<file path="src/hw/stm_consts.vh">
// Constants for the speed regulator output stage and torque mode selector.
// Assumes signed fixed-point torque values, Q-format fractions with FRAC bits.
`ifndef STM_CONSTS_VH
`define STM_CONSTS_VH
`define STM_DATA_W 16
`define STM_FRAC_W 12
`define STM_GAIN_ONE 16'h1000
`define STM_CTRL_REG_EN_BIT 8
`define STM_CTRL_W 16
`define STM_ADAPT_EN_BIT 0
`define STM_MODE_W 4
`define STM_MODE_ZERO 4'h0
`define STM_MODE_SPEED 4'h1
`define STM_MODE_TORQUE 4'h2
`define STM_MODE_MIN 4'h3
`define STM_MODE_MAX 4'h4
`define STM_MODE_SUM 4'h5
`define STM_MODE_ABSMIN 4'h6
`define STM_MODE_LAT_MIN 4'h7
`define STM_MODE_LAT_MAX 4'h8
`define STM_MODE_RESET 4'h1
`endif

</file>
<file path="src/hw/stm_lead_lag.v">
// First-order lead/lag filter, one update per strobe.
// Assumes gain and bandwidth coefficients already scaled to the update period.
`include "stm_consts.vh"
module stm_lead_lag #(
	parameter W = 16,
	parameter F = 12
) (
	// Clock and control
	input wire clk_i,
	input wire nrst_i,
	input wire ce_i,
	input wire upd_i,
	// Coefficients: gain (lead ratio) and bandwidth per step, Q F
	input wire signed [W-1:0] gain_i,
	input wire signed [W-1:0] bw_i,
	// Data
	input wire signed [W-1:0] x_i,
	output reg signed [W-1:0] y_o
);
	reg signed [W-1:0] lag;
	wire signed [2*W+1:0] d_x;
	wire signed [2*W+1:0] step;
	wire signed [2*W+1:0] lead;
	wire signed [W+1:0] sum;
	assign d_x = x_i - lag;
	// Lag state tracks input at the programmed bandwidth
	assign step = (d_x * bw_i) >>> F;
	// Output = lag + gain*(x - lag)
	assign lead = (d_x * gain_i) >>> F;
	// Part-select is unsigned, so re-sign it to keep negative lead values correct
	assign sum = lag + $signed(lead[W+1:0]);
	always @(posedge clk_i) begin
		if (!nrst_i) begin
			lag <= {W{1'b0}};
			y_o <= {W{1'b0}};
		end else if (ce_i && upd_i) begin
			lag <= lag + step[W-1:0];
			if (gain_i == `STM_GAIN_ONE) begin
				// Unity gain bypasses the filter exactly
				y_o <= x_i;
				lag <= x_i;
			end else if (sum > $signed({3'b000, {(W-1){1'b1}}}))
				y_o <= {1'b0, {(W-1){1'b1}}};
			else if (sum < -$signed({3'b000, {(W-1){1'b1}}}))
				y_o <= {1'b1, {(W-1){1'b0}}} + 1'b1;
			else
				y_o <= sum[W-1:0];
		end
	end
endmodule

</file>
<file path="src/hw/stm_selector.v">
// Speed regulator output stage and speed/torque mode selector.
// Assumes all inputs synchronous to clk_i; upd_i marks each control update.
//
// Overview of operation
// PI sum passes through lead/lag filter
// Enable flag bit 8 gates output
// Readable regulator output: limited and filtered
// Filter gain of one means bypass
// Adaption select bit 0 enables inertia adaption
// Software keeps adaption bandwidth equal regulator bandwidth
// Software sets error bandwidth five times regulator
// Mode 0 commands zero torque current
// Mode 1 uses regulator output
// Mode 2 uses external torque reference
// Mode 3 minimum, mode 4 maximum
// Min/max switch automatically each control cycle
// Mode 5 adds external torque to regulator
// Mode 6 takes smaller magnitude
// Modes 7 and 8 speed-limited min/max
// Zero torque mode keeps motor fluxed
// Inertia and friction torque added to regulator
// Torque reference: ref1 div, ref2 mult, trim
// Limited minimum forces speed on negative error
// Mode change takes effect at update boundary
`include "stm_consts.vh"
module stm_selector #(
	parameter W = `STM_DATA_W,
	parameter F = `STM_FRAC_W
) (
	// Clock, reset, enable
	input wire clk_i,
	input wire nrst_i,
	input wire ce_i,
	input wire upd_i,
	// Regulator inputs
	input wire signed [W-1:0] p_torque_i,
	input wire signed [W-1:0] i_torque_i,
	input wire signed [W-1:0] pos_limit_i,
	input wire signed [W-1:0] neg_limit_i,
	input wire signed [W-1:0] speed_error_i,
	input wire reg_enable_i,
	// Compensation torques
	input wire signed [W-1:0] inertia_torque_i,
	input wire signed [W-1:0] friction_torque_i,
	// Output filter settings
	input wire signed [W-1:0] output_filter_gain_i,
	input wire signed [W-1:0] output_filter_bandwidth_i,
	// Inertia adaption
	input wire [`STM_CTRL_W-1:0] adaption_select_i,
	// External torque reference
	input wire signed [W-1:0] torque_ref1_i,
	input wire signed [W-1:0] torque_ref1_div_i,
	input wire signed [W-1:0] torque_ref2_i,
	input wire signed [W-1:0] torque_ref2_mult_i,
	input wire signed [W-1:0] torque_trim_i,
	// Mode
	input wire [`STM_MODE_W-1:0] operating_mode_select_i,
	// Outputs
	output reg [`STM_CTRL_W-1:0] control_state_o,
	output reg signed [W-1:0] regulator_torque_output_o,
	output reg signed [W-1:0] torque_command_o,
	output reg flux_enable_o,
	output reg speed_mode_active_o,
	output reg forced_speed_o,
	output reg adaption_enable_o
);
	localparam signed [W+3:0] MAXV = {4'h0, 1'b0, {(W-1){1'b1}}};

	function signed [W-1:0] sat;
		input signed [W+3:0] v;
		begin
			if (v > MAXV)
				sat = MAXV[W-1:0];
			else if (v < -MAXV)
				sat = -MAXV[W-1:0];
			else
				sat = v[W-1:0];
		end
	endfunction

	function signed [W-1:0] mag;
		input signed [W-1:0] v;
		begin
			mag = v[W-1] ? -v : v;
		end
	endfunction

	reg [`STM_MODE_W-1:0] mode;
	reg forced;
	reg signed [W-1:0] pi_lim;
	wire signed [W-1:0] filt_out;
	wire signed [W+3:0] pi_sum;
	wire signed [2*W-1:0] ref2_prod;
	wire signed [2*W-1:0] ref2_shift;
	wire signed [W-1:0] ref1_scaled;
	wire signed [W+3:0] ext_sum;
	wire signed [W-1:0] ext_trq;
	wire signed [W-1:0] reg_trq;
	wire signed [W+3:0] reg_comp;

	assign pi_sum = p_torque_i + i_torque_i;

	// Output limits applied before filtering
	always @(posedge clk_i) begin
		if (!nrst_i)
			pi_lim <= {W{1'b0}};
		else if (ce_i && upd_i) begin
			if (pi_sum > pos_limit_i)
				pi_lim <= pos_limit_i;
			else if (pi_sum < neg_limit_i)
				pi_lim <= neg_limit_i;
			else
				pi_lim <= pi_sum[W-1:0];
		end
	end

	stm_lead_lag #(
		.W(W),
		.F(F)
	) u_filter (
		.clk_i(clk_i),
		.nrst_i(nrst_i),
		.ce_i(ce_i),
		.upd_i(upd_i),
		.gain_i(output_filter_gain_i),
		.bw_i(output_filter_bandwidth_i),
		.x_i(pi_lim),
		.y_o(filt_out)
	);

	// Divide by zero treated as unity divisor
	assign ref1_scaled = (torque_ref1_div_i == {W{1'b0}}) ? torque_ref1_i : torque_ref1_i / torque_ref1_div_i;
	assign ref2_prod = torque_ref2_i * torque_ref2_mult_i;
	assign ref2_shift = ref2_prod >>> F;
	assign ext_sum = ref1_scaled + $signed(ref2_shift[W+3:0]) + torque_trim_i;
	assign ext_trq = sat(ext_sum);

	// Forwarded only while enabled
	assign reg_comp = (control_state_o[`STM_CTRL_REG_EN_BIT] ? regulator_torque_output_o : {W{1'b0}})
		+ inertia_torque_i + friction_torque_i;
	assign reg_trq = sat(reg_comp);

	always @(posedge clk_i) begin
		if (!nrst_i) begin
			mode <= `STM_MODE_RESET;
			forced <= 1'b0;
			control_state_o <= {`STM_CTRL_W{1'b0}};
			regulator_torque_output_o <= {W{1'b0}};
			torque_command_o <= {W{1'b0}};
			flux_enable_o <= 1'b0;
			speed_mode_active_o <= 1'b0;
			forced_speed_o <= 1'b0;
			adaption_enable_o <= 1'b0;
		end else if (ce_i) begin
			control_state_o[`STM_CTRL_REG_EN_BIT] <= reg_enable_i;
			adaption_enable_o <= adaption_select_i[`STM_ADAPT_EN_BIT];
			flux_enable_o <= 1'b1;
			regulator_torque_output_o <= filt_out;
			if (upd_i) begin
				// Mode latched once per update so a cycle never mixes modes
				mode <= operating_mode_select_i;
				case (mode)
				`STM_MODE_ZERO: begin
					torque_command_o <= {W{1'b0}};
					speed_mode_active_o <= 1'b0;
				end
				`STM_MODE_SPEED: begin
					torque_command_o <= reg_trq;
					speed_mode_active_o <= 1'b1;
				end
				`STM_MODE_TORQUE: begin
					torque_command_o <= ext_trq;
					speed_mode_active_o <= 1'b0;
				end
				`STM_MODE_MIN: begin
					torque_command_o <= (reg_trq < ext_trq) ? reg_trq : ext_trq;
					speed_mode_active_o <= (reg_trq < ext_trq);
				end
				`STM_MODE_MAX: begin
					torque_command_o <= (reg_trq > ext_trq) ? reg_trq : ext_trq;
					speed_mode_active_o <= (reg_trq > ext_trq);
				end
				`STM_MODE_SUM: begin
					torque_command_o <= sat(reg_trq + ext_trq);
					speed_mode_active_o <= 1'b1;
				end
				`STM_MODE_ABSMIN: begin
					torque_command_o <= (mag(reg_trq) < mag(ext_trq)) ? reg_trq : ext_trq;
					speed_mode_active_o <= (mag(reg_trq) < mag(ext_trq));
				end
				`STM_MODE_LAT_MIN: begin
					// No hysteresis: forced speed follows error sign
					if (speed_error_i[W-1]) begin
						forced <= 1'b1;
						torque_command_o <= reg_trq;
						speed_mode_active_o <= 1'b1;
					end else begin
						forced <= 1'b0;
						torque_command_o <= (reg_trq < ext_trq) ? reg_trq : ext_trq;
						speed_mode_active_o <= (reg_trq < ext_trq);
					end
				end
				`STM_MODE_LAT_MAX: begin
					if (!speed_error_i[W-1] && speed_error_i != {W{1'b0}}) begin
						forced <= 1'b1;
						torque_command_o <= reg_trq;
						speed_mode_active_o <= 1'b1;
					end else begin
						forced <= 1'b0;
						torque_command_o <= (reg_trq > ext_trq) ? reg_trq : ext_trq;
						speed_mode_active_o <= (reg_trq > ext_trq);
					end
				end
				default: begin
					// Undefined codes fall back to zero torque
					torque_command_o <= {W{1'b0}};
					speed_mode_active_o <= 1'b0;
				end
				endcase
			end
			forced_speed_o <= forced;
		end
	end
endmodule

</file>
<file path="config.mk">
export PLATFORM = sky130hd
export DESIGN_NAME = stm_selector
export DESIGN_NICKNAME = d
export VERILOG_FILES = /design/src/hw/stm_lead_lag.v /design/src/hw/stm_selector.v
export VERILOG_INCLUDE_DIRS = /design/src /design/src/hw
export SDC_FILE = /design/constraint.sdc
export NUM_CORES = 2
export LEC_CHECK = 0
export BUFFER_PORTS_ARGS = -buffer_cell sky130_fd_sc_hd__buf_4
export CAP_MARGIN = 20
export CORE_ASPECT_RATIO = 2
export CORE_MARGIN = 5
export CORE_UTILIZATION = 30
export DETAILED_ROUTE_END_ITERATION = 8
export GPL_TIMING_DRIVEN = 0
export SLEW_MARGIN = 20
export SYNTH_ARGS = -nofsm -noshare
export SYNTH_HDL_FRONTEND = slang
export SYNTH_SLANG_ARGS = --single-unit
</file>
<file path="constraint.sdc">
create_clock -name clk_i -period 77.6 [get_ports clk_i]
set_input_delay 11.64 -clock clk_i [delete_from_list [all_inputs] [get_ports clk_i]]
set_output_delay 11.64 -clock clk_i [all_outputs]
set_load 0.005 [all_outputs]
</file>
==> metrics <==
outcome=finished clean; FFs w/ async S/R, synth=0%; min cycle time layout=58.31 ns; WHS Endpoint=torque_command_o[8]; Avg WL per Cell=20.1 um; Rows=206; Clk pin slew, worst setup/hold paths=0.07 ns; top flip-flop cell by instance count after synthesis=dfxtp_1; area growth from synthesis to layout=10.6%; CP Class=input port to flop; mapped cell area=47600 um^2; vias=41.6k; dominant cell type by count on the critical path=ha_1; Setup TNS=0 ns; reg-to-reg endpoint=u_filter.y_o[8]; Post-synth EDFFs=0; TritonCTS buffer count=9; Worst Path Arrival=58.57 ns; CTS H-tree lvls=3; Mapped Cells=5743; DRC viols=0; #FFs+latches synth=90; Hold Path Depth=1; routability cong.=0.975; Max Fclk=0.0171 GHz; CTS tree=done; layout cells sized above 1=7.09%; Yosys warnings=0; HP Start=torque_command_o[8]; CP peak stage delay=0.81 ns; core area=158000 um^2; commonest cells after routing, fill and taps aside=inv_1, fa_1, nand2_1; max-cap violations=0; initial antenna violation count=9; Reg2Reg Launch Point=u_filter.lag[1]; vias per cell=5.13; DRT Wirelength=163 mm; grt ovf=0; RSZ-0062 raised after global routing=false; antenna-violating nets left=0; average size of a mapped cell=8.29 um^2; slowest CP cell=nor4_1; Detailed Routing Iterations Pass 1=6; Root Driver=clkbuf_16; Netlist cell types=105; Setup violations, final=0; CTS resizes=0; Final Hold Violating Endpoints=0; Sink Count=90; Post-CTS Setup Repair Bufs=0; most common cell after layout, fill and taps aside=inv_1; register area share after synthesis=3.78%; CP Max Fanout=16; clock latency on the worst-skew pair=0.37 ns; Starting Density=30.2%; Rel. slew slack=24.3%; crit path capture type=flop; fin crit share=75.1%; Reg2Reg Setup Slack=64.89 ns; post-synth top area share=33.1%; PortBufs=254; first-pass GRT wire length=253 mm; HP Class=flop to flop; measured slew at the worst slew-check pin=1.12 ns; startpoint types=input port; die height=573 um; clock tree buffer depth=2; largest net degree at the start of global routing=20; chip width=292 um; Final Skew=0.00837 ns; vias in the first global route=45.1k; GRT Overall Usage=19.2%; dpl hpwl=145 mm; post-synth top area cell=fa_1; initial drt markers=2337; die area=167000 um^2; worst endpoint required time=77.86 ns; r2r worst-path depth=44; cts hold-fix bufs=0; nets=7615; Final Max Slew Viols=0; Ports=301; top post-synthesis cells by area=fa_1, ha_1, inv_1, nand2_1, dfxtp_1
worst max-delay path by stage:
| stage | start | slack, ns | end |
|---|---|---|---|
| 3_5_place_dp | torque_ref1_div_i[0] | 19.53 | torque_command_o[2] |
| 3_3_place_gp | torque_ref1_div_i[0] | 18.73 | torque_command_o[2] |
| 6_report | torque_ref1_div_i[0] | 19.29 | torque_command_o[8] |
| 5_1_grt | torque_ref1_div_i[0] | 16.41 | torque_command_o[8] |
| 2_1_floorplan | torque_ref1_div_i[0] | 30.59 | torque_command_o[14] |
| 4_1_cts | torque_ref1_div_i[0] | 19.71 | torque_command_o[2] |
area by class of cell:
| cell class | count | area (um^2) |
|---|---|---|
| flip-flops and latches | 90 | 1800 |
| inverters | 1021 | 3830 |
| clock inverters | 7 | 81.3 |
| plain buffers | 227 | 947 |
| well taps | 2080 | 2600 |
| repair buffers | 259 | 1980 |
| multi-input cells | 4422 | 41200 |
| fillers | 16700 | 105000 |
| diodes | 5 | 12.5 |
| clock buffers | 9 | 225 |
synth_stat cells (88+ instances only):
library cell  number
o21ai_0          194
inv_1           1015
nor2b_1           94
a21o_1            90
and2_1           276
fa_1             787
clkbuf_1         194
xor2_1            88
nand2b_1          99
dfxtp_1           90
nor2_1           235
ha_1             549
xnor2_1          200
a21oi_1          224
nand2_1          656
through the flow:
step / hold WS [ns] / utilization (%) / area (um^2) / worst slack, ns / std cells
5_1_grt: 0.483 / 33.4 / 52700 / 16.41 / 8115
3_5_place_dp: 0.443 / 33.2 / 52300 / 19.53 / 8099
2_1_floorplan: 0.425 / - / 47700 / 30.59 / 5760
3_3_place_gp: 0.441 / 33.1 / 52200 / 18.73 / 8094
4_1_cts: 0.460 / 33.4 / 52600 / 19.71 / 8115
6_report: 0.462 / 33.4 / 52700 / 19.29 / 8120
worst max-delay path, delay by kind of cell:
| kind | cells | cell delay [ns] |
|---|---|---|
| AND/OR/NAND/NOR | 38 | 9.46 |
| multiplexers | 6 | 2.34 |
| XOR/XNOR | 1 | 0.69 |
| AO/OA/AOI/OAI | 75 | 20.18 |
| adder cells (fa/ha/maj) | 22 | 7.13 |
| buffers and inverters | 25 | 6.99 |
flip-flops by register name (all words and copies together) (netlist names):
register,flops
adaption_enable_o,1
forced_speed_o,1
u_filter.lag,16
mode,4
control_state_o,1
flux_enable_o,1
pi_lim,16
torque_command_o,16
u_filter.y_o,16
speed_mode_active_o,1
regulator_torque_output_o,16
forced,1
kinds of logic (layout without fill, tap and decap cells):
| logic type | Yosys count | count (layout) | share of synthesized area [%] |
|---|---|---|---|
| AOI/OAI and AO/OA | 942 | 942 | 13.1 |
| other | 2 | 24 | 0.0158 |
| buffers and inverters | 1248 | 1523 | 10.0 |
| DFF | 90 | 90 | 3.78 |
| xor gates and xnor gates | 291 | 291 | 5.44 |
| adders and majority gates | 1336 | 1336 | 47.5 |
| muxes | 83 | 83 | 1.84 |
| and+or+nand+nor | 1751 | 1751 | 18.3 |
metal layers:
metal,share of wire (%),GRT usage [%],vias up
met5,0.036,0,-
met4,7.7,11.5,10
met3,4.4,1.96,486
met2,53,36.4,1359
met1,35,20.2,20700
li1,-,-,19100
Power is left out: the tool's default activity adds up to more than one toggle a clock period on the data nets, which glitch-free logic cannot reach.
